### src/rtl/fault_limit_pkg.sv
// package for the fault limit command bank: command codes, defaults, states
// assumes a 40 MHz system clock and 16-bit command words
package fault_limit_pkg;

  localparam int REG_COUNT = 12;
  localparam int IDX_W     = 4;
  localparam int DATA_W    = 16;
  localparam int CODE_W    = 8;

  // ==========================================================================
  // command codes
  localparam logic [7:0] CMD_IOUT_WARN   = 8'h4a;
  localparam logic [7:0] CMD_OT_FAULT    = 8'h4f;
  localparam logic [7:0] CMD_OT_ACTION   = 8'h50;
  localparam logic [7:0] CMD_OT_WARN     = 8'h51;
  localparam logic [7:0] CMD_VIN_OV      = 8'h55;
  localparam logic [7:0] CMD_VIN_ACTION  = 8'h56;
  localparam logic [7:0] CMD_VIN_UV_WARN = 8'h58;
  localparam logic [7:0] CMD_IIN_WARN    = 8'h5d;
  localparam logic [7:0] CMD_PG_ON       = 8'h5e;
  localparam logic [7:0] CMD_PG_OFF      = 8'h5f;
  localparam logic [7:0] CMD_TON_WAIT    = 8'h60;
  localparam logic [7:0] CMD_TON_RAMP    = 8'h61;

  // ==========================================================================
  // storage indices
  localparam logic [3:0] IDX_IOUT_WARN   = 4'h0;
  localparam logic [3:0] IDX_OT_FAULT    = 4'h1;
  localparam logic [3:0] IDX_OT_ACTION   = 4'h2;
  localparam logic [3:0] IDX_OT_WARN     = 4'h3;
  localparam logic [3:0] IDX_VIN_OV      = 4'h4;
  localparam logic [3:0] IDX_VIN_ACTION  = 4'h5;
  localparam logic [3:0] IDX_VIN_UV_WARN = 4'h6;
  localparam logic [3:0] IDX_IIN_WARN    = 4'h7;
  localparam logic [3:0] IDX_PG_ON       = 4'h8;
  localparam logic [3:0] IDX_PG_OFF      = 4'h9;
  localparam logic [3:0] IDX_TON_WAIT    = 4'ha;
  localparam logic [3:0] IDX_TON_RAMP    = 4'hb;

  // ==========================================================================
  // non-volatile defaults; the output current warning default is build-specific
  localparam logic [15:0] DEF_IOUT_WARN   = 16'hf868;
  localparam logic [15:0] DEF_OT_FAULT    = 16'h007d;
  localparam logic [15:0] DEF_OT_ACTION   = 16'h00f9;
  localparam logic [15:0] DEF_OT_WARN     = 16'h0069;
  localparam logic [15:0] DEF_VIN_OV      = 16'hf81e;
  localparam logic [15:0] DEF_VIN_ACTION  = 16'h00b8;
  localparam logic [15:0] DEF_VIN_UV_WARN = 16'hf812;
  localparam logic [15:0] DEF_IIN_WARN    = 16'hf80a;
  localparam logic [15:0] DEF_PG_ON       = 16'h0114;
  localparam logic [15:0] DEF_PG_OFF      = 16'h0105;
  localparam logic [15:0] DEF_TON_WAIT    = 16'h0000;
  localparam logic [15:0] DEF_TON_RAMP    = 16'h0005;

  localparam logic [7:0]  OT_RETRY_ACTION  = 8'hf9;
  localparam logic [7:0]  VIN_LATCH_ACTION = 8'hb8;
  localparam logic [7:0]  BYTE_MASK        = 8'hff;
  localparam logic [15:0] ZERO_WORD        = 16'h0000;

  typedef enum logic [3:0] {
    ST_OFF      = 4'b0001,
    ST_RUN      = 4'b0010,
    ST_OT_RETRY = 4'b0100,
    ST_LATCHED  = 4'b1000
  } supply_state_e;

  // maps a command code to {hit, index}
  function automatic logic [4:0] decode_cmd(input logic [7:0] code);
    logic [4:0] r;
    r = 5'h00;
    case (code)
      CMD_IOUT_WARN:   r = {1'b1, IDX_IOUT_WARN};
      CMD_OT_FAULT:    r = {1'b1, IDX_OT_FAULT};
      CMD_OT_ACTION:   r = {1'b1, IDX_OT_ACTION};
      CMD_OT_WARN:     r = {1'b1, IDX_OT_WARN};
      CMD_VIN_OV:      r = {1'b1, IDX_VIN_OV};
      CMD_VIN_ACTION:  r = {1'b1, IDX_VIN_ACTION};
      CMD_VIN_UV_WARN: r = {1'b1, IDX_VIN_UV_WARN};
      CMD_IIN_WARN:    r = {1'b1, IDX_IIN_WARN};
      CMD_PG_ON:       r = {1'b1, IDX_PG_ON};
      CMD_PG_OFF:      r = {1'b1, IDX_PG_OFF};
      CMD_TON_WAIT:    r = {1'b1, IDX_TON_WAIT};
      CMD_TON_RAMP:    r = {1'b1, IDX_TON_RAMP};
      default:         r = 5'h00;
    endcase
    return r;
  endfunction

  // byte-wide commands keep only their low byte
  function automatic logic is_byte_cmd(input logic [3:0] idx);
    return (idx == IDX_OT_ACTION) || (idx == IDX_VIN_ACTION);
  endfunction

endpackage

### src/rtl/pin_sync.sv
// two-flop synchroniser for a bundle of pin levels
// assumes the pins are asynchronous to sys_clk_in
`timescale 1ns/1ps
module pin_sync #(
  parameter int WIDTH = 4
) (
  input  wire logic             sys_clk_in,
  input  wire logic             resetn_in,
  input  wire logic [WIDTH-1:0] pins_in,
  output logic      [WIDTH-1:0] sync_out
);
  logic [WIDTH-1:0] stage1;
  logic [WIDTH-1:0] next_stage1;
  logic [WIDTH-1:0] next_sync;

  always_comb begin
    next_stage1 = pins_in;
    next_sync   = stage1;
    if (!resetn_in) begin
      next_stage1 = '0;
      next_sync   = '0;
    end
  end

  always_ff @(posedge sys_clk_in) begin
    stage1   <= next_stage1;
    sync_out <= next_sync;
  end
endmodule

### src/rtl/limit_store.sv
// storage for the limit, response and timing words, loaded with defaults
// assumes index and hit come from the command decoder on the same clock
`timescale 1ns/1ps
module limit_store
  import fault_limit_pkg::*;
(
  input  wire logic          sys_clk_in,
  input  wire logic          resetn_in,
  input  wire logic          wr_en_in,
  input  wire logic          rd_en_in,
  input  wire logic          hit_in,
  input  wire logic [3:0]    idx_in,
  input  wire logic [15:0]   wr_data_in,
  output logic      [15:0]   rd_data_out,
  output logic      [7:0]    ot_action_out,
  output logic      [7:0]    vin_action_out
);
  logic [15:0] mem [REG_COUNT];
  logic [15:0] next_mem [REG_COUNT];
  logic [15:0] next_rd;
  logic [15:0] defaults [REG_COUNT];

  always_comb begin
    defaults[IDX_IOUT_WARN]   = DEF_IOUT_WARN;
    defaults[IDX_OT_FAULT]    = DEF_OT_FAULT;
    defaults[IDX_OT_ACTION]   = DEF_OT_ACTION;
    defaults[IDX_OT_WARN]     = DEF_OT_WARN;
    defaults[IDX_VIN_OV]      = DEF_VIN_OV;
    defaults[IDX_VIN_ACTION]  = DEF_VIN_ACTION;
    defaults[IDX_VIN_UV_WARN] = DEF_VIN_UV_WARN;
    defaults[IDX_IIN_WARN]    = DEF_IIN_WARN;
    defaults[IDX_PG_ON]       = DEF_PG_ON;
    defaults[IDX_PG_OFF]      = DEF_PG_OFF;
    defaults[IDX_TON_WAIT]    = DEF_TON_WAIT;
    defaults[IDX_TON_RAMP]    = DEF_TON_RAMP;
  end

  always_comb begin
    next_mem = mem;
    next_rd  = rd_data_out;
    if (wr_en_in && hit_in) begin
      next_mem[idx_in] = is_byte_cmd(idx_in) ?
                         {8'h00, wr_data_in[7:0]} : wr_data_in;
    end
    if (rd_en_in) begin
      next_rd = hit_in ? mem[idx_in] : ZERO_WORD;
    end
    if (!resetn_in) begin
      next_mem = defaults;
      next_rd  = ZERO_WORD;
    end
  end

  always_ff @(posedge sys_clk_in) begin
    mem         <= next_mem;
    rd_data_out <= next_rd;
  end

  assign ot_action_out  = mem[IDX_OT_ACTION][7:0];
  assign vin_action_out = mem[IDX_VIN_ACTION][7:0];
endmodule

### src/rtl/fault_limit_bank.sv
// Contract
// - default over-temperature response holds output off
// - default over-temperature response retries without limit
// - commanded off ends the over-temperature retry
// - bias loss or other fault ends retry
// - default input overvoltage response never restarts
// - default input overvoltage response keeps output off until cleared
//
// fault limit command bank with fault response sequencing
// assumes command strobes come from the bus engine on sys_clk_in and
// fault, enable and bias levels arrive asynchronously from pins/comparators
`timescale 1ns/1ps
module fault_limit_bank
  import fault_limit_pkg::*;
(
  input  wire logic        sys_clk_in,
  input  wire logic        resetn_in,
  input  wire logic [7:0]  cmd_code_in,
  input  wire logic        wr_strobe_in,
  input  wire logic [15:0] wr_data_in,
  input  wire logic        rd_strobe_in,
  input  wire logic        operation_on_in,
  input  wire logic        clear_faults_in,
  input  wire logic        enable_pin_in,
  input  wire logic        bias_ok_in,
  input  wire logic        ot_fault_in,
  input  wire logic        vin_ov_fault_in,
  input  wire logic        other_fault_in,
  output logic      [15:0] rd_data_out,
  output logic             rd_valid_out,
  output logic             cmd_unmapped_out,
  output logic             output_enable_out,
  output logic             retry_active_out,
  output logic             fault_latched_out
);
  // ==========================================================================
  // pin synchronisation
  logic [4:0] pins_sync;
  logic       en_s;
  logic       bias_s;
  logic       ot_s;
  logic       vin_s;
  logic       other_s;

  pin_sync #(.WIDTH(5)) u_sync (
    .sys_clk_in (sys_clk_in),
    .resetn_in  (resetn_in),
    .pins_in    ({enable_pin_in, bias_ok_in, ot_fault_in,
                  vin_ov_fault_in, other_fault_in}),
    .sync_out   (pins_sync)
  );
  assign {en_s, bias_s, ot_s, vin_s, other_s} = pins_sync;

  // ==========================================================================
  // command decode and storage
  logic [4:0] dec;
  logic [7:0] ot_action;
  logic [7:0] vin_action;

  assign dec = decode_cmd(cmd_code_in);

  limit_store u_store (
    .sys_clk_in     (sys_clk_in),
    .resetn_in      (resetn_in),
    .wr_en_in       (wr_strobe_in),
    .rd_en_in       (rd_strobe_in),
    .hit_in         (dec[4]),
    .idx_in         (dec[3:0]),
    .wr_data_in     (wr_data_in),
    .rd_data_out    (rd_data_out),
    .ot_action_out  (ot_action),
    .vin_action_out (vin_action)
  );

  logic next_rd_valid;
  logic next_unmapped;

  always_comb begin
    next_rd_valid = rd_strobe_in;
    next_unmapped = (rd_strobe_in || wr_strobe_in) && !dec[4];
    if (!resetn_in) begin
      next_rd_valid = 1'b0;
      next_unmapped = 1'b0;
    end
  end

  always_ff @(posedge sys_clk_in) begin
    rd_valid_out     <= next_rd_valid;
    cmd_unmapped_out <= next_unmapped;
  end

  // ==========================================================================
  // fault response sequencing
  supply_state_e state;
  supply_state_e next_state;
  logic          next_oe;
  logic          next_retry;
  logic          next_latched;
  logic          commanded_on;
  logic          ot_retry_mode;
  logic          vin_latch_mode;

  assign commanded_on   = en_s && operation_on_in;
  assign ot_retry_mode  = (ot_action & BYTE_MASK) == OT_RETRY_ACTION;
  assign vin_latch_mode = (vin_action & BYTE_MASK) == VIN_LATCH_ACTION;

  always_comb begin
    next_state = state;
    case (state)
      ST_OFF: begin
        if (commanded_on && bias_s && !ot_s && !vin_s && !other_s) begin
          next_state = ST_RUN;
        end
      end
      ST_RUN: begin
        if (!commanded_on || !bias_s) begin
          next_state = ST_OFF;
        end else if (other_s) begin
          next_state = ST_LATCHED;
        end else if (vin_s) begin
          // default response: no restart, held until cleared
          next_state = vin_latch_mode ? ST_LATCHED : ST_OFF;
        end else if (ot_s) begin
          next_state = ot_retry_mode ? ST_OT_RETRY : ST_LATCHED;
        end
      end
      ST_OT_RETRY: begin
        if (!commanded_on) begin
          next_state = ST_OFF;
        end else if (!bias_s) begin
          next_state = ST_OFF;
        end else if (other_s || vin_s) begin
          next_state = ST_LATCHED;
        end else if (!ot_s) begin
          next_state = ST_RUN;
        end
      end
      ST_LATCHED: begin
        if (clear_faults_in && !vin_s && !ot_s && !other_s) begin
          next_state = ST_OFF;
        end
      end
      default: next_state = ST_OFF;
    endcase
    next_oe      = (next_state == ST_RUN);
    next_retry   = (next_state == ST_OT_RETRY);
    next_latched = (next_state == ST_LATCHED);
    if (!resetn_in) begin
      next_state   = ST_OFF;
      next_oe      = 1'b0;
      next_retry   = 1'b0;
      next_latched = 1'b0;
    end
  end

  always_ff @(posedge sys_clk_in) begin
    state             <= next_state;
    output_enable_out <= next_oe;
    retry_active_out  <= next_retry;
    fault_latched_out <= next_latched;
  end
endmodule

### config.mk
export PLATFORM = sky130hd
export DESIGN_NAME = fault_limit_bank
export DESIGN_NICKNAME = d
export VERILOG_FILES = /design/src/rtl/fault_limit_pkg.sv /design/src/rtl/pin_sync.sv /design/src/rtl/limit_store.sv /design/src/rtl/fault_limit_bank.sv
export SDC_FILE = /design/constraint.sdc
export NUM_CORES = 1
export LEC_CHECK = 0
export BUFFER_PORTS_ARGS = -buffer_cell sky130_fd_sc_hd__buf_2
export CORE_UTILIZATION = 61
export CTS_BUF_LIST = sky130_fd_sc_hd__clkbuf_16
export DETAILED_ROUTE_END_ITERATION = 6
export PLACE_DENSITY_LB_ADDON = 0.3
export SYNTH_ARGS = -nofsm -noshare
export SYNTH_HDL_FRONTEND = slang
export SYNTH_SLANG_ARGS = --single-unit
### constraint.sdc
create_clock -name sys_clk_in -period 2.35 [get_ports sys_clk_in]
set_input_delay 0 -clock sys_clk_in [delete_from_list [all_inputs] [get_ports sys_clk_in]]
set_output_delay 0 -clock sys_clk_in [all_outputs]
set_load 0.03 [all_outputs]
== Yosys cells after proc, flatten, opt, wreduce, memory -nomap -nowiden ==
Index checks and enable logic that the tools add are counted.

* Input port bits: 35
* Logic and storage cells: 90
* Register bits: 227
* Output and inout port bits: 21

* Bitwise gates (word level): 1
* Multiplexer cells: 22
* Reduce and logical (&&, ||, !) cells: 21
* Equal/unequal tests: 23
* $lt $le $gt $ge: 2

{| class="wikitable"
|+ Operators with widths
! cell !! count
|-
| 192-bit bitwise mux || 1
|-
| 8-bit by 7-bit equality test with 1-bit output, second input constant || 12
|-
| 16-bit two-way mux || 5
|-
| 16-bit binary-select mux with 4-bit select || 1
|-
| 16-bit demux with 4-bit select || 1
|-
| 5-bit case mux with 12 select lines || 1
|-
| 4-bit two-way mux || 12
|-
| 8-bit equality test, second input constant || 2
|-
| 4-bit case mux with 4 select lines || 1
|-
| 4-bit by 2-bit equality test with 1-bit output, second input constant || 3
|-
| 4-bit by 3-bit equality test with 1-bit output, second input constant || 3
|-
| 1-bit logical AND || 11
|-
| 4-bit equality test, second input constant || 2
|-
| 1-bit zero test || 6
|-
| 5-bit >= comparator, second input constant || 1
|-
| 5-bit by 1-bit less-than comparator with 1-bit output, second input constant || 1
|-
| 4-bit NOT with 5-bit output || 1
|-
| 4-bit by 1-bit equality test with 1-bit output, second input constant || 1
|-
| 1-bit logical OR || 4
|}

== Longest topological paths before layout ==
Gate-level depths: netlist of run 1.

* Word-level depth: 8
* Gate-level depth with buffers: 11
* Depth with buffers taken out: 7

== Modules after synthesis ==
From an unflattened synthesis of run 1, not the netlist that was laid out.

* Cells, all modules: 1136
* Area, all modules: 10306.1 µm²

{| class="wikitable"
|+ By module, submodules not included
! module !! instances !! area each (µm²) !! seq. area each (µm²) !! cells each
|-
| limit_store || 1 || 9236.4 || 4164.0 || 1017
|-
| fault_limit_bank || 1 || 807.0 || 180.2 || 99
|-
| pin_sync || 1 || 262.8 || 200.2 || 20
|}

== Least setup slack after synthesis of run 1 ==
No wires, ideal clock.

* Kind: in2reg
* Start: input port cmd_code_in[2]
* End: register u_store.rd_data_out[10]
* Setup slack: 613 ps
* Stages on the path: 10
* Arrival: 1609 ps
* Library setup time: 128 ps
* Path buffers: 3
* Required time: 2222 ps
* Cells stage by stage: buf_2 -> and2_1 -> a32o_1 -> and2_1 -> buf_4 -> o31ai_4 -> nor2_1 -> clkbuf_1 -> nand3_1 -> nand3_1

* Word-level cells in the longest chain between the ends: 7
* Elaborated cells between the ends (all ways): 18
* Those cells by class: 12 x eq/ne; 5 x mux; 1 x bitwise

{| class="wikitable"
|+ RTL lines
! item !! RTL line !! text
|-
| start: declaration || fault_limit_bank.sv:18 || <nowiki>input wire logic [7:0] cmd_code_in,</nowiki>
|-
| 8-bit by 7-bit equality test with 1-bit output || fault_limit_pkg.sv:71 || <nowiki>case (code)</nowiki>
|-
| 5-bit case mux with 12 select lines * || fault_limit_pkg.sv:71 ||
|-
| 4-bit NOT with 5-bit output (implied by the code) || limit_store.sv:46 || <nowiki>next_rd = hit_in ? mem[idx_in] : ZERO_WORD;</nowiki>
|-
| 16-bit binary-select mux with 4-bit select || limit_store.sv:46 ||
|-
| 16-bit two-way mux (implied by the code) (2 in a row) || limit_store.sv:46 ||
|-
| 16-bit two-way mux * || limit_store.sv:46 ||
|-
| end signal: assignment || limit_store.sv:56 || <nowiki>rd_data_out <= next_rd;</nowiki>
|-
| end: declaration || limit_store.sv:14 || <nowiki>output logic [15:0] rd_data_out,</nowiki>
|}

Mark *: on every way between the ends. The rest lies on a longest branch, timed or not. The select of a mux whose other input is x is not followed.
A chain may end at the register's enable or synchronous reset.

== Worst setup path after layout of run 1 ==
* Start: input port cmd_code_in[4]
* End: register u_store.mem[160] (netlist name)

* Word-level cells in the longest chain between the ends: 8
* Elaborated cells between the ends (all ways): 21
* Those cells by class: 2 x order compare; 12 x eq/ne; 4 x mux; 1 x bitwise; 2 x reduce/logical

{| class="wikitable"
|+ RTL lines
! item !! RTL line !! text
|-
| 8-bit by 7-bit equality test with 1-bit output || fault_limit_pkg.sv:71 ||
|-
| 5-bit case mux with 12 select lines * || fault_limit_pkg.sv:71 ||
|-
| 4-bit NOT with 5-bit output || limit_store.sv:42 || <nowiki>next_mem[idx_in] = is_byte_cmd(idx_in) ?</nowiki>
|-
| 5-bit >= comparator (implied by the code) or 5-bit by 1-bit less-than comparator with 1-bit output (tied branches) || limit_store.sv:42 ||
|-
| 1-bit logical AND (implied by the code) || limit_store.sv:42 ||
|-
| 16-bit two-way mux || limit_store.sv:42 ||
|-
| 16-bit demux with 4-bit select || limit_store.sv:42 ||
|-
| 192-bit bitwise mux || limit_store.sv:42 ||
|-
| end signal: assignment || limit_store.sv:55 || <nowiki>mem <= next_mem;</nowiki>
|-
| end: declaration || limit_store.sv:18 || <nowiki>logic [15:0] mem [REG_COUNT];</nowiki>
|}

Mark *: on every way between the ends. The rest lies on a longest branch, timed or not.

==> results of run 1 <==
[area by class of cell]
cell class              count  area [um2]
inverters                   3        12.5
clock buffers              23         576
multi-input cells         871        4820
clock inverters            18         176
fillers                  1165        4090
flip-flops and latches    227        4540
repair buffers            123         946
well taps                 211         264
[synth_stat cells (all sizes together) (2+ instances only)]
| library cell | n | area, um2 |
|---|---|---|
| a221o | 9 | 90.1 |
| a22o | 2 | 17.5 |
| inv | 3 | 11.3 |
| clkbuf | 47 | 176 |
| mux4 | 12 | 270 |
| nand4 | 13 | 118 |
| a211oi | 2 | 15.0 |
| nor2b | 8 | 50.1 |
| nand2 | 421 | 1580 |
| a222oi | 12 | 120 |
| and3 | 19 | 119 |
| and4bb | 2 | 25.0 |
| o21ai | 11 | 55.1 |
| nand2b | 3 | 18.8 |
| dfxtp | 227 | 4540 |
| nor3 | 18 | 139 |
| buf | 45 | 273 |
| o22ai | 11 | 68.8 |
| o31ai | 4 | 43.8 |
| nor2 | 30 | 125 |
| nor3b | 2 | 15.0 |
| a21oi | 121 | 606 |
| nor4b | 2 | 17.5 |
| nor4 | 2 | 12.5 |
| o211ai | 24 | 185 |
| mux2i | 60 | 601 |
| nand3 | 47 | 240 |
| a41oi | 2 | 17.5 |
| and2 | 15 | 93.8 |
[flip-flops by register name, indices dropped and copies added, names as in the netlist]
register,flops
u_store.mem,176
u_store.ot_action_out,8
rd_valid_out,1
u_sync.stage1,5
state,4
cmd_unmapped_out,1
fault_latched_out,1
u_sync.sync_out,5
u_store.rd_data_out,16
u_store.vin_action_out,8
output_enable_out,1
retry_active_out,1
[critical path, cell delays in order]
cell and delay [ns]:
buf_2 0.16, xor2_1 0.23, a22o_1 0.21, o21a_2 0.55
buf_4 0.34, nor3_4 0.07, buf_4 0.15, nand2_1 0.06
nand3_1 0.07, dlygate4sd3_1 0.56
[per-stage QoR]
step	hold WS (ns)	worst slack, ns	utilization, %	power [uW]	instances
after global routing	0.0597	0.231	73.5	8130	1476
final	0.0710	0.351	73.5	7940	1476
after CTS	0.0371	0.396	73.5	7950	1476
after detailed placement	0.210	0.152	67.1	4290	1411
after global placement	0.205	0.237	67.1	4290	1411
after floorplan	0.127	0.613	-	4170	1193
[metal layers]
metal	share of wire, %	GRT usage [%]	vias up
met2	46	55.2	405
met5	0	0	-
met3	9.3	7.98	49
met1	42	43.1	4250
met4	2.0	10.4	0
li1	-	-	4209
[worst paths after layout]
| path | from | endpoint | slack (ns) | cells past startpoint |
|---|---|---|---|---|
| min reg2reg | u_sync.stage1[1]$_SDFF_PN0_ | u_sync.sync_out[1]$_SDFF_PN0_ | 0.43 | 1 |
| min | wr_strobe_in | cmd_unmapped_out$_SDFF_PN0_ | 0.07 | 3 |
| max reg2reg | u_sync.sync_out[2]$_SDFF_PN0_ | state[3]$_SDFF_PN0_ | 0.57 | 5 |
| max | cmd_code_in[4] | u_store.mem[160]$_SDFFE_PN1P_ | 0.35 | 10 |
[kinds of logic (layout without fill, tap and decap cells)]
kind of cell | count (synthesis) | after routing | share of synthesized area, %
xor+xnor | 2 | 2 | 0.179
mux | 72 | 72 | 8.87
buf+inv | 95 | 167 | 4.69
compound gates | 211 | 211 | 13.6
simple gates | 586 | 586 | 26.4
flops | 227 | 227 | 46.3
[power by group through the flow]
stage / combinational (uW) / clock, uW / sequential, uW
3_5_place_dp: 330 / 0 / 3960
2_1_floorplan: 203 / 0 / 3970
3_3_place_gp: 327 / 0 / 3960
6_report: 373 / 3690 / 3880
4_1_cts: 362 / 3720 / 3880
5_1_grt: 395 / 3860 / 3880
==> flow_summary.toml, run 1 <==
[run_status]
status = "complete, no violations"

[floorplan]
die_x_um = 129
core_area_um2 = 15400
die-area_um2 = 16600
initial_core_util_pct = 63.6
die_h_um = 129
fp-row-count = 45
io_pins = 56

[yosys]
synth-seq-cells = 227
synth_cell_types = 60
syn_inst = 1193
synth_area_um2 = 9810
synthFlopType = "dfxtp_1"
synth_edf_count = 0
ys_seq_area_share_pct = 46.3
synth_warnings = 0
synth_fp_nets = 1228
async_flop_share_pct = 0
syn_area_per_cell_um2 = 8.23

[timing]
slew_viol_final = 0
slew_headroom_pct = 31.7
finalSetupViolCount = 0
finalClockSkew_ns = 0.00720
fin_crit_ns = 2.00
finalSetupTns_ns = 0
min_period_over_period_pct = 85.1
finalHoldViolCount = 0
worst_slew_pin_slew_ns = 1.03
clock.fmax_ghz = 0.500
rsz0062_at_grt = "no"

[power_and_ir_drop]
power_switching_uw = 1750
comb_power_share_pct = 4.7
pwr-share-seq_pct = 48.8
p_sw_share_pct = 22.0
pwr-share-clk_pct = 46.5
leakage_uw = 0.00463
internal-power_uw = 6190
power-per-cell-area_nw_per_um2 = 700
ir_drop_mv = 0.674

[final_layout]
final_common_cell = "nand2_1"
final_cell_mix = "421 x nand2_1, 227 x dfxtp_1, 121 x a21oi_1"
drive_gt1_share_pct = 12.8
nNetsFinal = 1284
area_delta_synth_final_pct = 15.6
n_antenna_cell = 0
stdcell_area_um2 = 11300

[clocking]
cts_tree = "done"
post-cts-setup-buffers = 0
path_clk_slew_ns = 0.06
htreeDepth = 1
cts_buffers = 23
cts.sinks = 227
clk_latency_ns = 0.50
cts_resized = 0
clk_path_buf_depth = 3
clockRootBuffer = "clkbuf_16"
cts_hold_buf = 24

[placed_design]
placed_area_um2 = 10300
port_buffers = 55
hpwlAfterDp_um = 17800
gp_congestion = 0.917

[grt]
grtUsageTotal_pct = 33.4
grt_max_degree = 96
grt_pass1_wl_um = 43500
first_global_vias = 8479
globalRoute.totalOverflow = 0
antenna_found_initial = 0

[routing]
drt-initial-drc-count = 939
dr.pass1.iters = 6
wl_per_cell_um = 18.4
viasPerCell = 6.04
drc = 0
antenna_left = 0
vias = 8913
routed_wirelength_um = 27100

[worst_setup_path]
critPathArrivalTime_ns = 2.39
cp_max_fo = 19
cp.required_ns = 2.75
startpoint_type = "primary input"
end_kind = "register"
crit_type = "in -> reg"

[worst_hold_path]
hold_class = "in -> reg"

[run]
drv_cap = 0
Note: power is estimated with default switching activity, not from simulation.
==> run 2, diff against run 1 <==
--- a/config.mk
+++ b/config.mk
@@ -9,4 +9,5 @@
 export CORE_UTILIZATION = 61
 export CTS_BUF_LIST = sky130_fd_sc_hd__clkbuf_16
+export CTS_CLUSTER_SIZE = 12
 export DETAILED_ROUTE_END_ITERATION = 6
 export PLACE_DENSITY_LB_ADDON = 0.3
==> constraint.sdc (replaced) <==
create_clock -name sys_clk_in -period 2.35 [get_ports sys_clk_in]
set_input_delay 0 -clock sys_clk_in [delete_from_list [all_inputs] [get_ports sys_clk_in]]
set_output_delay 0 -clock sys_clk_in [all_outputs]
set_load 0.01 [all_outputs]
==> run 2 against run 1 <==
Sequential share of layout area grew 0.23 points. Total power is 4.4% lower. Critical path depth stayed put. Clock power down 9.2%. Core utilization down 0.42 points. Die area is the same. Flip-flop and latch count unchanged. Clock-buffer cell count rose by 2. Setup slack improved by 0.0047 ns. Clock skew up 0.00055 ns. Via count is 0.28% higher.
==> flow_summary.toml, run 2 (synthesized netlist as in run 1, its figures left out) <==
[clocking]
clockRootBuffer = "clkbuf_16"
cts_buffers = 24
htreeDepth = 1
clk_path_buf_depth = 3
cts_tree = "done"
path_clk_slew_ns = 0.06
post-cts-setup-buffers = 0
cts.sinks = 227
clk_latency_ns = 0.51

[power_and_ir_drop]
p_sw_share_pct = 22.5
comb_power_share_pct = 4.8
ir_drop_mv = 0.649
pwr-share-seq_pct = 51.1
internal-power_uw = 5880
pwr-share-clk_pct = 44.1
leakage_uw = 0.00461
power_switching_uw = 1710
power-per-cell-area_nw_per_um2 = 673

[run_status]
status = "complete, no violations"

[grt]
first_global_vias = 8544
grt_pass1_wl_um = 43400
antenna_found_initial = 0
grtUsageTotal_pct = 33.3
globalRoute.totalOverflow = 0
grt_max_degree = 96

[floorplan]
core_area_um2 = 15400
die_x_um = 129
io_pins = 56
fp-row-count = 45
die-area_um2 = 16600
die_h_um = 129
initial_core_util_pct = 63.6

[timing]
worst_slew_pin_slew_ns = 1.02
min_period_over_period_pct = 84.9
finalSetupTns_ns = 0
finalSetupViolCount = 0
fin_crit_ns = 1.99
slew_headroom_pct = 32.3
finalHoldViolCount = 0
finalClockSkew_ns = 0.00776
slew_viol_final = 0
rsz0062_at_grt = "no"
clock.fmax_ghz = 0.501

[final_layout]
area_delta_synth_final_pct = 14.9
nNetsFinal = 1285
fin_util_pct = 73.1
multi_input_area_um2 = 4820
ff_latch_area_um2 = 4540
drive_gt1_share_pct = 12.6
n_antenna_cell = 0
final_common_cell = "nand2_1"
final.fill_count = 1168
largest_reg_flops = 176
largestRegisters = "u_store.mem x176, u_store.rd_data_out x16"
final_cell_mix = "421 x nand2_1, 227 x dfxtp_1, 121 x a21oi_1"
largest-register = "u_store.mem"

[worst_setup_path]
startpoint_type = "primary input"
cp_max_fo = 19
crit_type = "in -> reg"
critPathArrivalTime_ns = 2.40
reg2reg_slack_ns = 0.58
end_kind = "register"
cp.required_ns = 2.75

[placed_design]
gp_congestion = 0.917
hpwlAfterDp_um = 17800
port_buffers = 55

[routing]
vias = 8938
drt-initial-drc-count = 972
dr.pass1.iters = 7
drc = 0
antenna_left = 0
routed_wirelength_um = 27100
wl_per_cell_um = 18.4
viasPerCell = 6.06

[worst_hold_path]
hold_class = "in -> reg"

[run]
drv_cap = 0
run 2: cell count changes in the layout (fill, tap and decap cells not counted), sizes merged:
cell / before / now
inv: 6 / 11
clkbuf: 23 / 25
clkinvlp: 0 / 1
clkinv: 11 / 6
bufinv: 4 / 0
run 2: layout make-up:
type                            instances  share of cell area, %
Multi-Input combinational cell        871                   42.8
Sequential cell                       227                   40.3
Timing Repair Buffer                  123                   8.39
Clock buffer                           25                   5.55
Tap cell                              211                   2.34
Clock inverter                         15                  0.544
Inverter                                3                  0.111
run 2: what timing repair did:
action,4_1_cts,5_1_grt
hold buffers,24,0
resized for setup,0,0
hold endpoints to repair,186,0
run 2: power groups by stage:
stage / sequential [uW] / combinational (uW) / clock [uW]
2_1_floorplan: 3960 / 203 / 0
3_3_place_gp: 3960 / 319 / 0
3_5_place_dp: 3960 / 322 / 0
4_1_cts: 3880 / 353 / 3360
5_1_grt: 3880 / 387 / 3530
6_report: 3880 / 364 / 3350
run 2: metal layers:
layer / wire (um) / global-route usage, %
met1: 11000 / 43.2
met5: 0 / 0
met3: 2910 / 7.90
met2: 12600 / 55.2
met4: 510 / 9.76
run 2: worst max-delay path: stages:
cell and delay (ns):
buf_2 0.16, xor2_1 0.22, a22o_1 0.21, o21a_2 0.55, buf_4 0.33, nor3_4 0.07, buf_4 0.15, nand2_1 0.06
nand3_1 0.06, dlygate4sd3_1 0.56
run 2: worst paths after layout:
| path | cells after the start | from | end |
|---|---|---|---|
| setup / recovery | 10 | cmd_code_in[4] | u_store.mem[160]$_SDFFE_PN1P_ |
| hold / removal | 3 | wr_strobe_in | cmd_unmapped_out$_SDFF_PN0_ |
| setup reg to reg | 5 | u_sync.sync_out[2]$_SDFF_PN0_ | state[3]$_SDFF_PN0_ |
| hold reg to reg | 1 | u_sync.stage1[3]$_SDFF_PN0_ | u_sync.sync_out[3]$_SDFF_PN0_ |
run 2: per-stage QoR:
step / power, uW / hold WS [ns] / std cells / setup slack (ns) / instance area [um2]
2_1_floorplan: 4160 / 0.127 / 1193 / 0.613 / 9810
3_3_place_gp: 4280 / 0.205 / 1411 / 0.237 / 10300
3_5_place_dp: 4280 / 0.210 / 1411 / 0.152 / 10300
4_1_cts: 7590 / 0.0328 / 1475 / 0.412 / 11300
5_1_grt: 7790 / 0.0604 / 1475 / 0.250 / 11300
6_report: 7590 / 0.0443 / 1475 / 0.356 / 11300
==> run 3, diff against run 2 <==
Clock period 2.35 ns to 2 ns, I/O delays scaled along.
==> run 3 against run 2 <==
The flow now finishes with violations (DRC). Hold slack gained 0.030 ns. Clock power grew 18%. Routed wire length grew 2.2%. Cell count grew 1.7%. Die area is the same. Flip-flop and latch count is the same. Sequential share of layout area shrank 0.72 points. Clock-buffer cell count is the same. Total power grew 18%. Core utilization grew 1.3 points. Setup slack lost 0.10 ns. Global-route usage grew 0.55 points. Highest routed layer unchanged.
==> flow_summary.toml, run 3 (synthesized netlist as in run 1, its figures left out) <==
[power_and_ir_drop]
leakage_uw = 0.00475
pwr-share-seq_pct = 50.9
power_switching_uw = 2020
p_sw_share_pct = 22.6
comb_power_share_pct = 5.0
ir_drop_mv = 0.738
pwr-share-clk_pct = 44.0
power-per-cell-area_nw_per_um2 = 779
internal-power_uw = 6920

[routing]
viasPerCell = 6.07
wl_per_cell_um = 18.5
drc = 1
drt-initial-drc-count = 1106
dr.pass1.iters = 7
antenna_left = 0
routed_wirelength_um = 27700
vias = 9100

[worst_setup_path]
path_cells = "dlygate4sd3_1, buf_2, nand2_1, nor3_1, buf_4, a222oi_1, nand3_1"
cp.required_ns = 2.45
r2r-start = "u_sync.sync_out[1]$_SDFF_PN0_"
cp_top_family = "simple AND/OR/NAND/NOR gates"
crit_buf_inv = 3
worst_path_max_delay_cell = "nor3_1"
crit_path_max_incr_delay_ns = 0.84
cp_max_fo = 7
crit_start = "resetn_in"
startpoint_type = "primary input"
end_kind = "register"
critPathArrivalTime_ns = 2.19
crit_type = "in -> reg"

[final_layout]
nNetsFinal = 1313
final_common_cell = "nand2_1"
fin_util_pct = 74.4
largest-register = "u_store.mem"
largest_reg_flops = 176
final_cell_mix = "421 x nand2_1, 227 x dfxtp_1, 121 x a21oi_1"
area_delta_synth_final_pct = 17.0
drive_gt1_share_pct = 14.7
largestRegisters = "u_store.mem x176, u_store.rd_data_out x16"
fin_cells = 1500
n_antenna_cell = 0

[worst_hold_path]
hold_start = "wr_strobe_in"
hold_class = "in -> reg"

[floorplan]
initial_core_util_pct = 63.6
core_area_um2 = 15400
fp-row-count = 45
io_pins = 56
die_x_um = 129
die-area_um2 = 16600
die_h_um = 129

[clocking]
clk_latency_ns = 0.51
cts.sinks = 227
path_clk_slew_ns = 0.06
cts_tree = "done"
clockRootBuffer = "clkbuf_16"
cts_buffers = 24
htreeDepth = 1
post-cts-setup-buffers = 0
clk_path_buf_depth = 3

[run]
drv_cap = 0

[timing]
finalSetupViolCount = 0
rsz0062_at_grt = "no"
hold_slack_ns = 0.0743
fin_crit_ns = 1.74
finalClockSkew_ns = 0.00708
finalHoldViolCount = 0
clock.fmax_ghz = 0.573
slew_headroom_pct = 26.6
timing.final.ws_setup_ns = 0.256
min_period_over_period_pct = 87.2
worst_slew_pin_slew_ns = 1.09
slew_viol_final = 0

[placed_design]
dpl.cell_count = 1440
gp_congestion = 0.991
dp_slack_ns = -0.0719
hpwlAfterDp_um = 18500
port_buffers = 55

[grt]
globalRoute.totalOverflow = 0
grt_pass1_wl_um = 44100
antenna_found_initial = 0
first_global_vias = 8697
grt_max_degree = 90
grtUsageTotal_pct = 33.8

[run_status]
violations = "DRC"
status = "complete, but fails checks"
## run 3: changes by cell type in the layout (fill, tap and decap cells not counted), sizes merged
cell | before | now
buf | 99 | 128
inv | 11 | 10
dlygate4sd3 | 24 | 23
clkinv | 6 | 5
clkinvlp | 1 | 0
## run 3: path summary, 6_finish.rpt
path                                                        endpoint  slack (ns)  cells past startpoint
worst min register to register         u_sync.sync_out[3]$_SDFF_PN0_        0.43                      1
worst max-delay path            u_store.rd_data_out[14]$_SDFFE_PN0P_        0.26                      7
worst max register to register                   state[3]$_SDFF_PN0_        0.37                      7
worst min-delay path                     cmd_unmapped_out$_SDFF_PN0_        0.07                      3
## run 3: final cells by class
cell class | count | area [um2]
clock inverter | 12 | 52.6
inverter | 3 | 12.5
fill | 1211 | 3950
sequential | 227 | 4540
multi-input combinational | 871 | 4830
tap | 211 | 264
clock buffer | 25 | 626
timing repair buffer | 151 | 1150
## run 3: power groups by stage
stage | combinational, uW | sequential [uW] | clock (uW)
after floorplan | 238 | 4650 | 0
after global placement | 399 | 4650 | 0
after detailed placement | 403 | 4650 | 0
after CTS | 439 | 4550 | 3970
after global routing | 475 | 4550 | 4140
final | 451 | 4560 | 3940
## run 3: routing by layer
layer  vias to the layer above  share of wire (%)  global-route usage, %
li1                       4259                  -                      -
met1                      4352                 42                   45.6
met2                       434                 46                   56.1
met3                        55                9.1                   6.03
met4                         0                2.2                   8.79
met5                         -                  0                      0
## run 3: tightest hold or removal path: cells and delay by family
family / cells / cell delay [ns]
buf+inv: 1 / 0.25
compound gates: 1 / 0.22
simple gates: 1 / 0.06
## run 3: repair_timing
item                       CTS  global route
hold endpoints to repair   184             0
resized for setup            0             1
hold buffers                23             0
setup endpoints to repair    0             2
## run 3: per-stage QoR
step / instance area (um2) / power, uW / TNS [ns]
finish: 11500 / 8940 / 0
floorplan: 9810 / 4890 / 0
global placement: 10600 / 5050 / -0.0148
CTS: 11500 / 8960 / 0
detailed placement: 10600 / 5060 / -0.349
global route: 11500 / 9170 / 0
